===== src/shared/smr_defines.svh =====
// Register offsets, field positions, reset values for mode/reset control
// Assumes 4-bit register index on a plain strobe port, 8-bit data
`ifndef SMR_DEFINES_SVH
`define SMR_DEFINES_SVH

// Register indices
`define SMR_OFS_OUT    4'h0
`define SMR_OFS_DIAG   4'h1
`define SMR_OFS_HWCFG  4'h2
`define SMR_OFS_STAT   4'h3
`define SMR_OFS_THERM  4'h4

// Config register fields
`define SMR_HW_CH5_BIT   3
`define SMR_HW_CRANK_BIT 2
`define SMR_HW_STBY_BIT  1
`define SMR_HW_RST_BIT   1

// Status register fields
`define SMR_ST_LIMP_BIT 0
`define SMR_ST_XERR_BIT 1
`define SMR_ST_IDLE_BIT 2

// Reset values and stand-by mux select code
`define SMR_RST_OUT    6'h00
`define SMR_RST_MUX    3'h7
`define SMR_MUX_STBY   3'h7
`define SMR_RST_CRANK  1'b1
// Serial pin idle levels {select, clock}: select high, clock low
`define SMR_RST_SPI    2'h2

`endif


===== src/shared/smr_pkg.sv =====
// Types shared by the mode/reset control design
// Assumes nothing beyond the defines header
package smr_pkg;

  // Operating mode, one-hot
  typedef enum logic [2:0] {
    SMR_MODE_AWAKE = 3'b001,
    SMR_MODE_STBY  = 3'b010,
    SMR_MODE_LIMP  = 3'b100
  } smr_mode_type;

endpackage


===== src/core/smr_sync.sv =====
// Two-flop synchroniser for a group of asynchronous levels
// Assumes inputs come from pins outside the clk_in domain
`timescale 1ns/1ns
module smr_sync #(
  parameter int               WIDTH   = 1,
  parameter logic [WIDTH-1:0] RST_VAL = '0
) (
  // Clock and reset
  input  wire logic             clk_in,
  input  wire logic             nrst_in,
  // Levels
  input  wire logic [WIDTH-1:0] async_in,
  output logic      [WIDTH-1:0] sync_out
);

  logic [WIDTH-1:0] meta_q;
  logic [WIDTH-1:0] sync_q;

  // First stage read only by second stage; reset to idle level, no false edge
  always_ff @(posedge clk_in)
  begin
    if (!nrst_in)
    begin
      meta_q <= RST_VAL;
      sync_q <= RST_VAL;
    end
    else
    begin
      meta_q <= async_in;
      sync_q <= meta_q;
    end
  end

  assign sync_out = sync_q;

endmodule


===== src/core/smr_crank_latch.sv =====
// Channel 5 cranking latch
// Assumes request and enable already in the clk_in domain
`timescale 1ns/1ns
module smr_crank_latch (
  // Clock and power-up reset only
  input  wire logic clk_in,
  input  wire logic nrst_in,
  // Control
  input  wire logic latch_en_in,
  input  wire logic set_req_in,
  // State
  output logic      latched_out
);

  logic latch_q;
  logic latch_d;

  // Set by request, cleared only when latching disabled
  assign latch_d = !latch_en_in ? 1'b0 :
                   set_req_in   ? 1'b1 : latch_q;

  // No supply-dip input: latch holds through cranking
  always_ff @(posedge clk_in)
  begin
    if (!nrst_in)
      latch_q <= 1'b0;
    else
      latch_q <= latch_d;
  end

  assign latched_out = latch_q;

endmodule


===== src/core/smr_core.sv =====
// Supply mode and reset control: register bank, stand-by, limp-home, crank
// Assumes clk_in at 250 MHz, plain strobe register port from the host side,
// serial select and clock pins sampled as plain asynchronous inputs
`timescale 1ns/1ns
`include "smr_defines.svh"
module smr_core
  import smr_pkg::*;
(
  // Clock and logic supply power-on reset
  input  wire logic       clk_in,
  input  wire logic       nrst_in,
  // Register port
  input  wire logic [3:0] reg_addr_in,
  input  wire logic [7:0] reg_wdata_in,
  input  wire logic       reg_wr_in,
  input  wire logic       reg_rd_in,
  output logic      [7:0] reg_rdata_out,
  // Serial frame pins
  input  wire logic       spi_cs_n_in,
  input  wire logic       spi_sclk_in,
  // Mode and channel pins
  input  wire logic       limp_home_in,
  input  wire logic [5:0] channel_input_pins_in,
  input  wire logic [5:0] thermal_fault_in,
  // Power stage and status outputs
  output logic      [5:0] channel_outputs_out,
  output logic      [2:0] sense_mux_select_out,
  output logic            so_out_reg_sel_out,
  output logic            transfer_error_out,
  output logic            standby_out,
  output logic            idle_out,
  output logic            limp_mode_out,
  output logic            current_sense_en_out,
  output logic            reg_reset_out
);

  // Synchronised pins
  logic       limp_s;
  logic       cs_n_s;
  logic       sclk_s;
  logic [5:0] pins_s;
  logic [5:0] therm_s;

  // Register bank
  logic [5:0] out_cmd_q;
  logic [5:0] out_cmd_d;
  logic [2:0] mux_q;
  logic [2:0] mux_d;
  logic       crank_en_q;
  logic       crank_en_d;
  logic       soft_rst_q;
  logic       soft_rst_d;
  logic [5:0] therm_q;
  logic [5:0] therm_d;
  logic [7:0] rdata_q;
  logic [7:0] rdata_d;

  // Serial frame tracking
  logic       cs_n_prev_q;
  logic       sclk_prev_q;
  logic [2:0] bit_cnt_q;
  logic [2:0] bit_cnt_d;
  logic       bit_seen_q;
  logic       bit_seen_d;
  logic       first_q;
  logic       first_d;
  logic       xfer_err_q;
  logic       xfer_err_d;

  // Mode and power stage
  smr_mode_type mode_q;
  smr_mode_type mode_d;
  logic [5:0]   chan_q;
  logic [5:0]   chan_d;
  logic         idle_q;
  logic         sense_en_q;
  logic         reg_rst_q;

  // Level synchronisers for every pin
  smr_sync #(
    .WIDTH (1)
  ) u_limp_sync (
    .clk_in   (clk_in),
    .nrst_in  (nrst_in),
    .async_in (limp_home_in),
    .sync_out (limp_s)
  );

  smr_sync #(
    .WIDTH   (2),
    .RST_VAL (`SMR_RST_SPI)
  ) u_spi_sync (
    .clk_in   (clk_in),
    .nrst_in  (nrst_in),
    .async_in ({spi_cs_n_in, spi_sclk_in}),
    .sync_out ({cs_n_s, sclk_s})
  );

  smr_sync #(
    .WIDTH (12)
  ) u_pin_sync (
    .clk_in   (clk_in),
    .nrst_in  (nrst_in),
    .async_in ({thermal_fault_in, channel_input_pins_in}),
    .sync_out ({therm_s, pins_s})
  );

  // Reset of registers and flags: power-on, soft command, limp-home
  wire reg_rst = !nrst_in || soft_rst_q || limp_s;

  // Address decode; writes are discarded during limp-home
  wire wr_ok     = reg_wr_in && !limp_s;
  wire wr_out    = wr_ok && (reg_addr_in == `SMR_OFS_OUT);
  wire wr_diag   = wr_ok && (reg_addr_in == `SMR_OFS_DIAG);
  wire wr_hwcfg  = wr_ok && (reg_addr_in == `SMR_OFS_HWCFG);

  // Channel 5 requests from pin and command register
  wire ch5_req   = pins_s[5] || out_cmd_q[5];
  wire latch_en  = crank_en_q && !limp_s;
  wire ch5_latch;

  smr_crank_latch u_crank (
    .clk_in      (clk_in),
    .nrst_in     (nrst_in),
    .latch_en_in (latch_en),
    .set_req_in  (ch5_req),
    .latched_out (ch5_latch)
  );

  // Commanded channel state: pins only in limp-home
  wire [5:0] cmd_norm = out_cmd_q | pins_s;
  wire [5:0] cmd_sel  = limp_s ? pins_s : cmd_norm;
  wire       ch5_on   = cmd_sel[5] || ch5_latch;

  // Thermal shutdown gates each channel
  assign chan_d = {ch5_on, cmd_sel[4:0]} & ~therm_q;

  // Stand-by condition ignores pins 0 to 4; pin 5 counts through channel 5 output state
  wire mux_stby  = (mux_q == `SMR_MUX_STBY);
  wire stby_cond = mux_stby && !chan_q[5];

  // Mode transitions
  always_comb
  begin
    mode_d = mode_q;
    unique case (mode_q)
      SMR_MODE_AWAKE:
      begin
        if (limp_s)
          mode_d = SMR_MODE_LIMP;
        else if (stby_cond)
          mode_d = SMR_MODE_STBY;
      end
      SMR_MODE_STBY:
      begin
        if (limp_s)
          mode_d = SMR_MODE_LIMP;
        else if (!stby_cond)
          mode_d = SMR_MODE_AWAKE;
      end
      SMR_MODE_LIMP:
      begin
        if (!limp_s)
          mode_d = SMR_MODE_AWAKE;
      end
      default:
        mode_d = SMR_MODE_AWAKE;
    endcase
  end

  wire stby_entry = (mode_d == SMR_MODE_STBY) && (mode_q != SMR_MODE_STBY);

  // Thermal latches: fault sets, stand-by entry or register reset clears
  assign therm_d = therm_s | ((stby_entry || reg_rst) ? 6'h00 : therm_q);

  // Register next values
  assign out_cmd_d  = wr_out  ? reg_wdata_in[5:0] : out_cmd_q;
  assign mux_d      = wr_diag ? reg_wdata_in[2:0] : mux_q;
  assign crank_en_d = wr_hwcfg ? reg_wdata_in[`SMR_HW_CRANK_BIT] : crank_en_q;
  assign soft_rst_d = wr_hwcfg && reg_wdata_in[`SMR_HW_RST_BIT];

  // Read views
  wire [7:0] hw_rd = {4'h0,
                      chan_q[5],
                      crank_en_q,
                      (mode_q == SMR_MODE_STBY),
                      1'b0};
  wire [7:0] stat_rd = {5'h00, idle_q, xfer_err_q, limp_s};
  wire [7:0] out_rd  = {2'h0, out_cmd_q};
  wire [7:0] diag_rd = {5'h00, mux_q};
  wire [7:0] therm_rd = {2'h0, therm_q};

  // Read mux, unmapped reads as zero
  assign rdata_d = !reg_rd_in                          ? 8'h00    :
                   (reg_addr_in == `SMR_OFS_OUT)       ? out_rd   :
                   (reg_addr_in == `SMR_OFS_DIAG)      ? diag_rd  :
                   (reg_addr_in == `SMR_OFS_HWCFG)     ? hw_rd    :
                   (reg_addr_in == `SMR_OFS_STAT)      ? stat_rd  :
                   (reg_addr_in == `SMR_OFS_THERM)     ? therm_rd : 8'h00;

  // Serial frame edges, seen on sampled select and clock
  wire frame_act  = !cs_n_s;
  wire frame_end  = cs_n_s && !cs_n_prev_q;
  wire sclk_rise  = sclk_s && !sclk_prev_q && frame_act;
  wire frame_bad  = (bit_cnt_q != 3'h0) || !bit_seen_q;

  // Bit count modulo eight within a frame
  assign bit_cnt_d  = frame_end ? 3'h0 :
                      sclk_rise ? bit_cnt_q + 3'h1 : bit_cnt_q;
  assign bit_seen_d = frame_end ? 1'b0 : (bit_seen_q || sclk_rise);

  // First frame after reset shows output register, error flagged
  assign first_d = frame_end ? 1'b0 : first_q;
  assign xfer_err_d = frame_end ? frame_bad : xfer_err_q;

  // Register bank, reset by every reset source
  always_ff @(posedge clk_in)
  begin
    if (reg_rst)
    begin
      out_cmd_q  <= `SMR_RST_OUT;
      mux_q      <= `SMR_RST_MUX;
      crank_en_q <= `SMR_RST_CRANK;
    end
    else
    begin
      out_cmd_q  <= out_cmd_d;
      mux_q      <= mux_d;
      crank_en_q <= crank_en_d;
    end
  end

  // Soft reset pulse, cleared by power-on reset only
  always_ff @(posedge clk_in)
  begin
    if (!nrst_in)
      soft_rst_q <= 1'b0;
    else
      soft_rst_q <= soft_rst_d && !soft_rst_q;
  end

  // Thermal latches
  always_ff @(posedge clk_in)
  begin
    if (!nrst_in)
      therm_q <= 6'h00;
    else
      therm_q <= therm_d;
  end

  // Serial frame state, runs with no dependence on power supply
  always_ff @(posedge clk_in)
  begin
    if (reg_rst)
    begin
      first_q    <= 1'b1;
      xfer_err_q <= 1'b1;
      bit_cnt_q  <= 3'h0;
      bit_seen_q <= 1'b0;
    end
    else
    begin
      first_q    <= first_d;
      xfer_err_q <= xfer_err_d;
      bit_cnt_q  <= bit_cnt_d;
      bit_seen_q <= bit_seen_d;
    end
  end

  // Pin history for edge detection
  always_ff @(posedge clk_in)
  begin
    if (!nrst_in)
    begin
      cs_n_prev_q <= 1'b1;
      sclk_prev_q <= 1'b0;
    end
    else
    begin
      cs_n_prev_q <= cs_n_s;
      sclk_prev_q <= sclk_s;
    end
  end

  // Power stage state: only power-up clears it, never soft or limp reset
  always_ff @(posedge clk_in)
  begin
    if (!nrst_in)
      chan_q <= 6'h00;
    else
      chan_q <= chan_d;
  end

  // Mode register
  always_ff @(posedge clk_in)
  begin
    if (!nrst_in)
      mode_q <= SMR_MODE_AWAKE;
    else
      mode_q <= mode_d;
  end

  // Idle and sensing status
  always_ff @(posedge clk_in)
  begin
    if (!nrst_in)
    begin
      idle_q     <= 1'b0;
      sense_en_q <= 1'b0;
    end
    else
    begin
      idle_q     <= (chan_q == 6'h00) && !mux_stby && !limp_s;
      sense_en_q <= !limp_s && (mode_q == SMR_MODE_AWAKE);
    end
  end

  // Read data and reset indication
  always_ff @(posedge clk_in)
  begin
    if (!nrst_in)
    begin
      rdata_q   <= 8'h00;
      reg_rst_q <= 1'b1;
    end
    else
    begin
      rdata_q   <= rdata_d;
      reg_rst_q <= soft_rst_q || limp_s;
    end
  end

  // Outputs straight from flops; standby_out and limp_mode_out decoded from mode_q
  assign reg_rdata_out        = rdata_q;
  assign channel_outputs_out  = chan_q;
  assign sense_mux_select_out = mux_q;
  assign so_out_reg_sel_out   = first_q;
  assign transfer_error_out   = xfer_err_q;
  assign standby_out          = (mode_q == SMR_MODE_STBY);
  assign idle_out             = idle_q;
  assign limp_mode_out        = (mode_q == SMR_MODE_LIMP);
  assign current_sense_en_out = sense_en_q;
  assign reg_reset_out        = reg_rst_q;

endmodule


===== config.mk =====
export PLATFORM = sky130hd
export DESIGN_NAME = smr_core
export DESIGN_NICKNAME = d
export VERILOG_FILES = /design/src/shared/smr_pkg.sv /design/src/core/smr_sync.sv /design/src/core/smr_crank_latch.sv /design/src/core/smr_core.sv
export VERILOG_INCLUDE_DIRS = /design/src /design/src/shared
export SDC_FILE = /design/constraint.sdc
export NUM_CORES = 1
export LEC_CHECK = 0
export BUFFER_PORTS_ARGS = -buffer_cell sky130_fd_sc_hd__buf_2
export CAP_MARGIN = 20
export CORE_UTILIZATION = 31
export CTS_CLUSTER_SIZE = 25
export DETAILED_ROUTE_END_ITERATION = 6
export GPL_ROUTABILITY_DRIVEN = 1
export GPL_TIMING_DRIVEN = 0
export PLACE_DENSITY = 0.5
export SETUP_SLACK_MARGIN = 0.1
export SLEW_MARGIN = 20
export SYNTH_ARGS = -nofsm -noshare
export SYNTH_HDL_FRONTEND = slang
export SYNTH_HIERARCHICAL = 1
export SYNTH_SLANG_ARGS = --single-unit

===== constraint.sdc =====
create_clock -name clk_in -period 1.8 [get_ports clk_in]
set_input_delay 0.09 -clock clk_in [delete_from_list [all_inputs] [get_ports clk_in]]
set_output_delay 0.09 -clock clk_in [all_outputs]
set_load 0.01 [all_outputs]

==> qor.yml, run 1 <==
placement:
  place.detailed.hpwl_microns: 3990
  dp_slack_ps: 165
  gp_congestion: 0.770
  io_buffer_count: 49
floorplanning:
  chipWidth_microns: 94.2
  num_rows: 33
  die_y_microns: 94.2
  io_pins: 55
  initial_core_util: 0.320
  coreArea_sq_mm: 0.00822
  die-area_sq_mm: 0.00886
cts:
  cts_tree: "done"
  insertion_delay_ps: 340
  ctsResizeCount: 0
  htree_levels: 3
  numCtsBuffers: 9
  cts-root-buf: "clkbuf_8"
  clk_transition_reported_paths_ps: 80
  clock-sinks: 74
  cts_buffer_depth: 2
drt:
  met3_length_microns: 229
  wirelength_met1_microns: 2650
  wl_met2_microns: 2550
  drc_errors: 0
  route.vias.total: 2013
  top_layer_used: "met4"
  wl_microns: 5520
  drtPass1Iterations: 6
  via_per_inst: 4.44
  wl_per_cell_microns: 12.2
  drt_iter0_markers: 53
  ant_nets: 0
setup_path:
  reg2reg_from: "u_limp_sync/sync_out"
  worstPathArrival_ps: 1440
  critical_path_class: "flop to primary output"
  worstPathRequired_ps: 1710
  startpoint_type: "flop"
  reg2reg_to: "crank_en_q"
  cp_max_fo: 5
  reg2reg_depth: 6
  r2r_setup_slack_ps: 330
  worstSetupEndpointType: "primary output"
timing:
  fin_tns_setup_ps: 0
  rsz0062_at_grt: "no"
  finalMaxSlewViolations: 0
  fmax_mhz: 652
  fin_crit_sh: 0.852
  finClkSkew_ps: 9.89
  hold_violations: 0
  setup_viol: 0
  period_needed_ps: 1530
  timing.final.ws_setup_ps: 267
  max_slew.worst_pin.slew_ps: 603
  relSlewSlack: 0.597
synthesis:
  synthCells: 258
  syn_avg_cell_area_sq_um: 10.2
  ys.flop_type: "dfxtp_1"
  synth_edf_count: 0
  synth_cell_types: 46
  yosysWarningCount: 6
  async_flop_share: 0
  seq_area_frac_synth: 0.563
  ys_seq_elements: 74
  synth_area_sq_mm: 0.00263
hold_path:
  hold_start: "nrst_in"
  min_path_cells: 2
  holdPathEnd: "u_spi_sync/sync_out[1]"
  min-delay-path-class: "input port to flop"
global_route:
  antenna_found_initial: 0
  first_global_vias: 1895
  grt_util_all_layers: 0.137
  grt_max_degree: 15
  grt_pass1_wl_microns: 9050
  overflow: 0
power_and_ir_drop:
  vdd_drop_max_mv: 0.394
  p_leak_nw: 1.48
  cellPowerDensity_mw_per_mm2: 966
final_layout:
  diodes: 0
  final_net_count: 376
  drive_above_1_share: 0.296
  areaGrowthSynthToFinish_pct: 31.3
outcome:
  status: "completed"
flow_run:
  max_cap_violations: 0
## Yosys cell counts (2+ instances only)
library cell | instances | area, sq um
o21ai_0 | 2 | 10.0
nand2_1 | 28 | 105
nor2b_1 | 5 | 31.3
nand3_1 | 9 | 45.0
or3_1 | 2 | 12.5
nor2_1 | 11 | 41.3
inv_1 | 9 | 33.8
nor4_1 | 4 | 25.0
and2_2 | 18 | 135
buf_2 | 3 | 15.0
buf_4 | 3 | 22.5
ha_1 | 2 | 25.0
a211oi_1 | 2 | 15.0
buf_6 | 3 | 33.8
nor3_1 | 4 | 20.0
and2_1 | 11 | 68.8
nand3b_1 | 2 | 15.0
dfxtp_1 | 74 | 1480
mux2i_1 | 6 | 60.1
nand2b_1 | 7 | 43.8
a21oi_1 | 16 | 80.1
nor3b_1 | 8 | 60.1
a22o_1 | 6 | 52.6
## state kept, by name, indices dropped and copies added, names as in the netlist, 2 cells and up
| signal | count |
|---|---|
| therm_q | 6 |
| u_pin_sync/sync_out | 12 |
| bit_cnt_q | 3 |
| sense_mux_select_out | 3 |
| channel_outputs_out | 6 |
| u_spi_sync/meta_q | 2 |
| reg_rdata_out | 6 |
| mode_q | 3 |
| u_spi_sync/sync_out | 2 |
| out_cmd_q | 6 |
| u_pin_sync/meta_q | 12 |
## cells in the final DEF (no fill, tap or decap), types with 3 or more instances in the layout
cell type and n:
clkbuf_8 10, buf_4 6, nand3_1 9, inv_1 9
mux2i_1 6, nor4_1 4, buf_6 3, and2_1 11
a21oi_1 16, nand2b_1 7, nor3b_1 8, buf_2 52
nor2b_1 5, nor3_1 4, and2_2 18, dlygate4sd3_1 21
nor2_1 11, a22o_1 6, dfxtp_1 74, nand2_1 28
## logic make-up (layout without fill, tap and decap cells)
group           after synthesis  count (layout)  share of synthesized area
simple gates                114             114                      0.252
xor+xnor                      2               2                    0.00666
fa+ha+maj                     2               2                    0.00950
compound gates               38              38                     0.0974
other cells                   1               2                    0.00142
mux                           7               7                     0.0271
flops                        74              74                      0.563
buf+inv                      20             109                     0.0428
## power by group
| group | switching, mW | internal [mW] |
|---|---|---|
| clock network | 0.629 | 0.692 |
| logic | 0.140 | 0.150 |
| registers | 0.0297 | 1.70 |
## per-stage QoR
stage | power [mW] | cell area (sq um) | util | std cells | hold slack [ps]
finish | 3.34 | 3460 | 0.421 | 453 | 64.1
floorplan | 1.92 | 2640 | - | 259 | 163
CTS | 3.39 | 3430 | 0.418 | 450 | 48.4
detailed placement | 2.02 | 3010 | 0.367 | 413 | 284
global route | 3.51 | 3460 | 0.421 | 453 | 79.6
global placement | 2.02 | 3010 | 0.367 | 413 | 280
## timing repair
| item | 4_1_cts | 5_1_grt |
|---|---|---|
| endpoints found under the setup margin | 0 | 2 |
| hold buffers | 21 | 0 |
| hold endpoints to repair | 23 | 0 |
| buffers inserted | 0 | 3 |
## worst max-delay path by stage
stage,start,to,slack [ps]
after floorplan,u_limp_sync/sync_out,sense_mux_select_out[0],450
after global placement,nrst_in,therm_q[0],160
after detailed placement,nrst_in,therm_q[3],170
after CTS,u_limp_sync/sync_out,sense_mux_select_out[2],200
after global routing,mode_q[2],limp_mode_out,170
final,mode_q[2],limp_mode_out,270
## final cells by class
type / instances / area, sq um
Timing Repair Buffer: 73 / 478
Tap cell: 105 / 131
Inverter: 10 / 37.5
Sequential cell: 74 / 1480
Clock buffer: 10 / 138
Clock inverter: 6 / 72.6
Multi-Input combinational cell: 165 / 1040
Buffer: 10 / 75.1
Fill cell: 849 / 4760
## worst max-delay path, cell delays in order (launching register included)
cell,delay (ps)
dfxtp_1,410
inv_1,90
or3_1,410
inv_1,80
buf_2,120
## per-layer routing
metal  global-route usage  up-vias
li1                     -     1044
met1                0.166      911
met2                0.220       49
met3               0.0356        9
met4               0.0692        0
met5                    0        -
(Power assumes the default switching activity.)
==> run 2, diff against run 1 <==
Clock period 1.8 ns to 1.55 ns, I/O delays scaled along.
==> run 2 against run 1 <==
Compared with the run above: cell count rose by 0.66%; global-route usage rose by 0.14 points; setup slack got worse by 99 ps; hold slack got worse by 14 ps; via count rose by 0.70%; count of clock-buffer cells in the layout did not move.
==> qor.yml, run 2 (synthesis gave the netlist of run 1 again) <==
global_route:
  use_met1: 0.165  # -0.00149
  grt_max_degree: 15  # unchanged
  grt_util_all_layers: 0.138  # +0.00137
  met2_usage: 0.227  # +0.00664
  grt_pass1_wl_microns: 9120  # +0.84%
  overflow: 0  # unchanged
  busiest_layer: "met2"
  antenna_found_initial: 0  # unchanged
  grtUsageMet3: 0.0356  # unchanged
  first_global_vias: 1910  # +0.79%
setup_path:
  worstPathArrival_ps: 1300  # -140 ps
  critical_path_class: "flop to primary output"
  worstPathRequired_ps: 1470  # -240 ps
  cp_max_fo: 3  # -2
  startpoint_type: "flop"
  worstSetupEndpointType: "primary output"
power_and_ir_drop:
  p_leak_nw: 1.50  # +1.3%
  total_power_mw: 3.90  # +17%
  power_frac_seq: 0.515  # -0.003
  combPwrFrac: 0.090  # +0.003
  vdd_drop_max_mv: 0.460  # +17%
  cellPowerDensity_mw_per_mm2: 1110  # +15%
  swShare: 0.241  # +0.00197
  power_switching_uw: 940  # +18%
  intPower_mw: 2.96  # +16%
  clockPowerShare: 0.395  # about the same
final_layout:
  drive_above_1_share: 0.316  # +0.0203
  finish.utilization: 0.427  # +0.00594
  diodes: 0  # unchanged
  nFillCells: 849  # unchanged
  layout_common_cells: "dfxtp_1 (73), buf_2 (52), nand2_1 (27)"
  areaGrowthSynthToFinish_pct: 33.1
  final_cells: 456  # +0.66%
  final_common_cell: "dfxtp_1"
  final_net_count: 379  # +0.80%
placement:
  place.detailed.hpwl_microns: 3990  # unchanged
  place_inst: 413  # unchanged
  dp_slack_ps: -72.0  # -238 ps
  gp_congestion: 0.770  # unchanged
  io_buffer_count: 49  # unchanged
cts:
  cts-root-buf: "clkbuf_8"
  cts_tree: "done"
  numCtsBuffers: 9  # unchanged
  htree_levels: 3  # unchanged
  insertion_delay_ps: 340  # about the same
  clock-sinks: 74  # unchanged
  clk_transition_reported_paths_ps: 80  # about the same
  cts_buffer_depth: 2  # unchanged
timing:
  hold_violations: 0  # unchanged
  rsz0062_at_grt: "no"
  finClkSkew_ps: 10.1  # +0.233 ps
  timing.final.ws_setup_ps: 168  # -98.8 ps
  fmax_mhz: 724
  period_needed_ps: 1380
  finalMaxSlewViolations: 0  # unchanged
  setup_viol: 0  # unchanged
  fin_crit_sh: 0.891
floorplanning:
  die-area_sq_mm: 0.00886  # unchanged
  io_pins: 55  # unchanged
  num_rows: 33  # unchanged
  die_y_microns: 94.2  # unchanged
  coreArea_sq_mm: 0.00822  # unchanged
  initial_core_util: 0.320  # unchanged
  chipWidth_microns: 94.2  # unchanged
drt:
  drc_errors: 0  # unchanged
  drt_iter0_markers: 78  # +47%
  via_per_inst: 4.45  # about the same
  drtPass1Iterations: 4  # -2
  route.vias.total: 2027  # +0.70%
  wl_per_cell_microns: 12.1  # -0.37%
  wl_microns: 5540  # +0.29%
  ant_nets: 0  # unchanged
flow_run:
  max_cap_violations: 0  # unchanged
outcome:
  status: "completed"
hold_path:
  min-delay-path-class: "input port to flop"
==> run 2: changes by cell type in the layout (fill, tap and decap cells not counted), sizes merged <==
cell  delta
buf      +3
==> run 2: routing by layer <==
metal	vias up	part of all wire
met5	-	0
met4	0	0.016
met3	9	0.038
met2	43	0.47
met1	931	0.48
li1	1044	-
==> run 2: worst paths after layout <==
check                           slack (ps)  cells after the start            startpoint                       to
worst max-delay path                   170                      4             mode_q[2]            limp_mode_out
worst min-delay path                    50                      2               nrst_in   u_spi_sync/sync_out[1]
worst max register to register         190                      6  u_limp_sync/sync_out  sense_mux_select_out[2]
worst min register to register         410                      1  u_spi_sync/meta_q[1]   u_spi_sync/sync_out[1]
==> run 2: area by class of cell <==
cell class / instances / area [sq um] / share of cell area
tap: 105 / 131 / 0.0375
buffer: 10 / 75.1 / 0.0214
timing repair buffer: 76 / 500 / 0.143
clock inverter: 6 / 72.6 / 0.0207
inverter: 10 / 37.5 / 0.0107
sequential: 74 / 1480 / 0.423
clock buffer: 10 / 138 / 0.0393
multi-input combinational: 165 / 1070 / 0.305
==> run 2: power by group through the flow <==
| stage | sequential, mW | clock (mW) | combinational, mW |
|---|---|---|---|
| floorplan | 2.05 | 0 | 0.183 |
| global placement | 2.05 | 0 | 0.295 |
| detailed placement | 2.05 | 0 | 0.295 |
| CTS | 2.01 | 1.59 | 0.348 |
| global route | 2.02 | 1.68 | 0.393 |
| finish | 2.01 | 1.54 | 0.351 |
==> run 2: stage by stage <==
stage	TNS [ps]	cell area (sq um)	hold slack (ps)
floorplan	0	2640	151
global placement	-635	3010	268
detailed placement	-520	3010	272
CTS	0	3470	35.9
global route	0	3500	67.1
finish	0	3500	50.6
==> run 2: what timing repair did <==
| action | in CTS | in global routing |
|---|---|---|
| pin swaps | 1 | 1 |
| gates resized for setup | 2 | 4 |
| endpoints found under the hold margin | 24 | 0 |
| setup endpoints to repair | 17 | 12 |
| buffers inserted | 4 | 2 |
| hold buffers | 21 | 0 |
==> run 2: worst max-delay path, cell delays in order, from the launching register on <==
cell and delay, ps:
dfxtp_2 330, inv_1 50, or3_4 390, inv_1 70
buf_2 120
==> run 3, diff against run 2 <==
Settings changed: CORE_UTILIZATION 31 to 53, PLACE_DENSITY 0.5 to 0.87.
Clock period 1.55 ns to 1.4 ns, I/O delays scaled along.
==> run 3 against run 2 <==
Compared with the run above: register-to-register slack worse by 150 ps; via count rose by 5.5%; flip-flop and latch count unchanged; global-route usage grew 8.3 points; cell count down 7.7%; wire length is 0.18% higher; final area increased by 0.50%; setup slack worse by 130 ps.
==> qor.yml, run 3 (synthesis gave the netlist of run 1 again) <==
setup_path:
  reg2reg_to: "sense_mux_select_out[2]"
  worstSetupEndpointType: "flop"
  path_buf_inv: 1  # -2
  worstPathArrival_ps: 1600  # +300 ps
  slowest_delay_ps: 370  # -20 ps
  slowest_stage: "nor4b_4"
  critPathCapture: "sense_mux_select_out[2]"
  reg2reg_depth: 5  # -1
  reg2reg_from: "u_limp_sync/sync_out"
  crit_start: "u_limp_sync/sync_out"
  worstPathRequired_ps: 1640  # +170 ps
  crit_family: "simple AND/OR/NAND/NOR gates"
  critical_path_class: "flop to flop"
  startpoint_type: "flop"
  critical_path_depth: 5  # +1
  cp_cell_sequence: "buf_6 -> nor4b_4 -> nand3_2 -> mux2i_1 -> nand2_1"
  cp_max_fo: 5  # +2
  r2r_setup_slack_ps: 40  # -150 ps
floorplanning:
  chipWidth_microns: 72.5  # -23%
  num_rows: 25  # -24%
  die_y_microns: 72.5  # -23%
  die-area_sq_mm: 0.00525  # -41%
  coreArea_sq_mm: 0.00475  # -42%
  io_pins: 55  # unchanged
  initial_core_util: 0.554  # +0.233
drt:
  via_per_inst: 5.08  # +14%
  drt_iter0_markers: 158  # +100%
  wl_microns: 5550  # +0.18%
  wl_per_cell_microns: 13.2  # +8.5%
  drc_errors: 0  # unchanged
  route.vias.total: 2139  # +5.5%
  drtPass1Iterations: 4  # unchanged
  ant_nets: 0  # unchanged
final_layout:
  layout_common_cells: "dfxtp_1 (72), buf_2 (51), nand2_1 (21), dlygate4sd3_1 (21), and2_2 (18)"
  fin_area_sq_mm: 0.00352  # +0.50%
  final_net_count: 382  # +0.79%
  nFillCells: 334  # -61%
  areaGrowthSynthToFinish_pct: 33.8
  multi_input_area_sq_mm: 0.00111  # +3.6%
  drive_above_1_share: 0.359  # +0.0425
  final_common_cell: "dfxtp_1"
  ff_latch_area_sq_mm: 0.00148  # about the same
  diodes: 0  # unchanged
placement:
  io_buffer_count: 49  # unchanged
  gp_congestion: 0.864  # +12%
  place_area_sq_mm: 0.00297  # -1.4%
  place.detailed.hpwl_microns: 3530  # -12%
cts:
  htree_levels: 3  # unchanged
  insertion_delay_ps: 360  # +20 ps
  clock-sinks: 74  # unchanged
  numCtsBuffers: 9  # unchanged
  cts_tree: "done"
  cts_buffer_depth: 2  # unchanged
  clk_transition_reported_paths_ps: 70  # about the same
  cts-root-buf: "clkbuf_8"
timing:
  finClkSkew_ps: 9.80  # -0.323 ps
  finalMaxSlewViolations: 0  # unchanged
  period_needed_ps: 1360
  fmax_mhz: 733
  rsz0062_at_grt: "yes"
  setup_viol: 0  # unchanged
  relSlewSlack: 0.622
  max_slew.worst_pin.slew_ps: 561
  hold_violations: 0  # unchanged
  fin_crit_sh: 0.974
global_route:
  first_global_vias: 1987  # +4.0%
  overflow: 0  # unchanged
  grt_util_all_layers: 0.221  # +0.0834
  antenna_found_initial: 0  # unchanged
  grt_max_degree: 15  # unchanged
  grt_pass1_wl_microns: 8540  # -6.3%
hold_path:
  min-delay-path-class: "input port to flop"
  hold_start: "nrst_in"
  min_path_cells: 2  # unchanged
power_and_ir_drop:
  total_power_mw: 4.30  # +10%
  cellPowerDensity_mw_per_mm2: 1220  # +9.7%
  p_leak_nw: 1.52  # +1.3%
  vdd_drop_max_mv: 0.853  # +86%
flow_run:
  max_cap_violations: 0  # unchanged
outcome:
  status: "completed"
==> run 3: cell types whose count changed in the layout (fill, tap and decap cells not counted), moves of 2 or more <==
| cell | before | now |
|---|---|---|
| nand2_2 | 1 | 6 |
| a21oi_2 | 0 | 2 |
| inv_6 | 2 | 0 |
| nand2_1 | 27 | 21 |
| a21oi_1 | 16 | 14 |
| clkinvlp_4 | 1 | 3 |
| inv_1 | 9 | 7 |
| buf_4 | 9 | 12 |
==> run 3: final cells by class <==
cell class,instances,area share
well taps,67,0.0238
inverters,10,0.0114
plain buffers,10,0.0213
clock buffers,10,0.0391
multi-input cells,165,0.314
clock inverters,6,0.0188
repair buffers,79,0.150
flip-flops and latches,74,0.421
==> run 3: worst min path at each step <==
stage | to | slack, ps
after floorplan | u_spi_sync/meta_q[1] | 140
after global placement | u_spi_sync/meta_q[1] | 250
after detailed placement | u_spi_sync/meta_q[1] | 250
after CTS | u_spi_sync/sync_out[1] | 8
after global routing | reg_rdata_out[0] | 30
final | u_spi_sync/sync_out[1] | 9
==> run 3: timing repair <==
action / 4_1_cts / 5_1_grt
buffers inserted: 6 / 3
hold buffers: 21 / 0
gates cloned: 0 / 0
hold endpoints to repair: 24 / 0
pin swaps: 4 / 9
resized for setup: 5 / 17
setup endpoints to repair: 19 / 15
==> run 3: power by group <==
part	internal (mW)	switching [mW]
clock network	0.870	0.796
registers	2.19	0.0381
logic	0.208	0.200
total	3.26	1.03
==> run 3: stage by stage <==
stage | worst slack, ps | TNS (ps) | hold WS (ps) | std cells | utilization
6_report | 36.4 | 0 | 9.21 | 421 | 0.741
5_1_grt | 6.64 | 0 | 32.3 | 421 | 0.741
4_1_cts | 13.5 | 0 | 7.56 | 418 | 0.726
3_5_place_dp | -130 | -1290 | 253 | 375 | 0.625
3_3_place_gp | -104 | -1070 | 255 | 375 | 0.625
2_1_floorplan | 98.0 | 0 | 143 | 259 | -
==> run 3: layer usage <==
| metal | track usage | vias to the layer above | wire length (microns) |
|---|---|---|---|
| li1 | - | 1051 | - |
| met1 | 0.254 | 973 | 2290 |
| met2 | 0.357 | 99 | 2690 |
| met3 | 0.0542 | 16 | 393 |
| met4 | 0.166 | 0 | 178 |
| met5 | 0 | - | 0 |
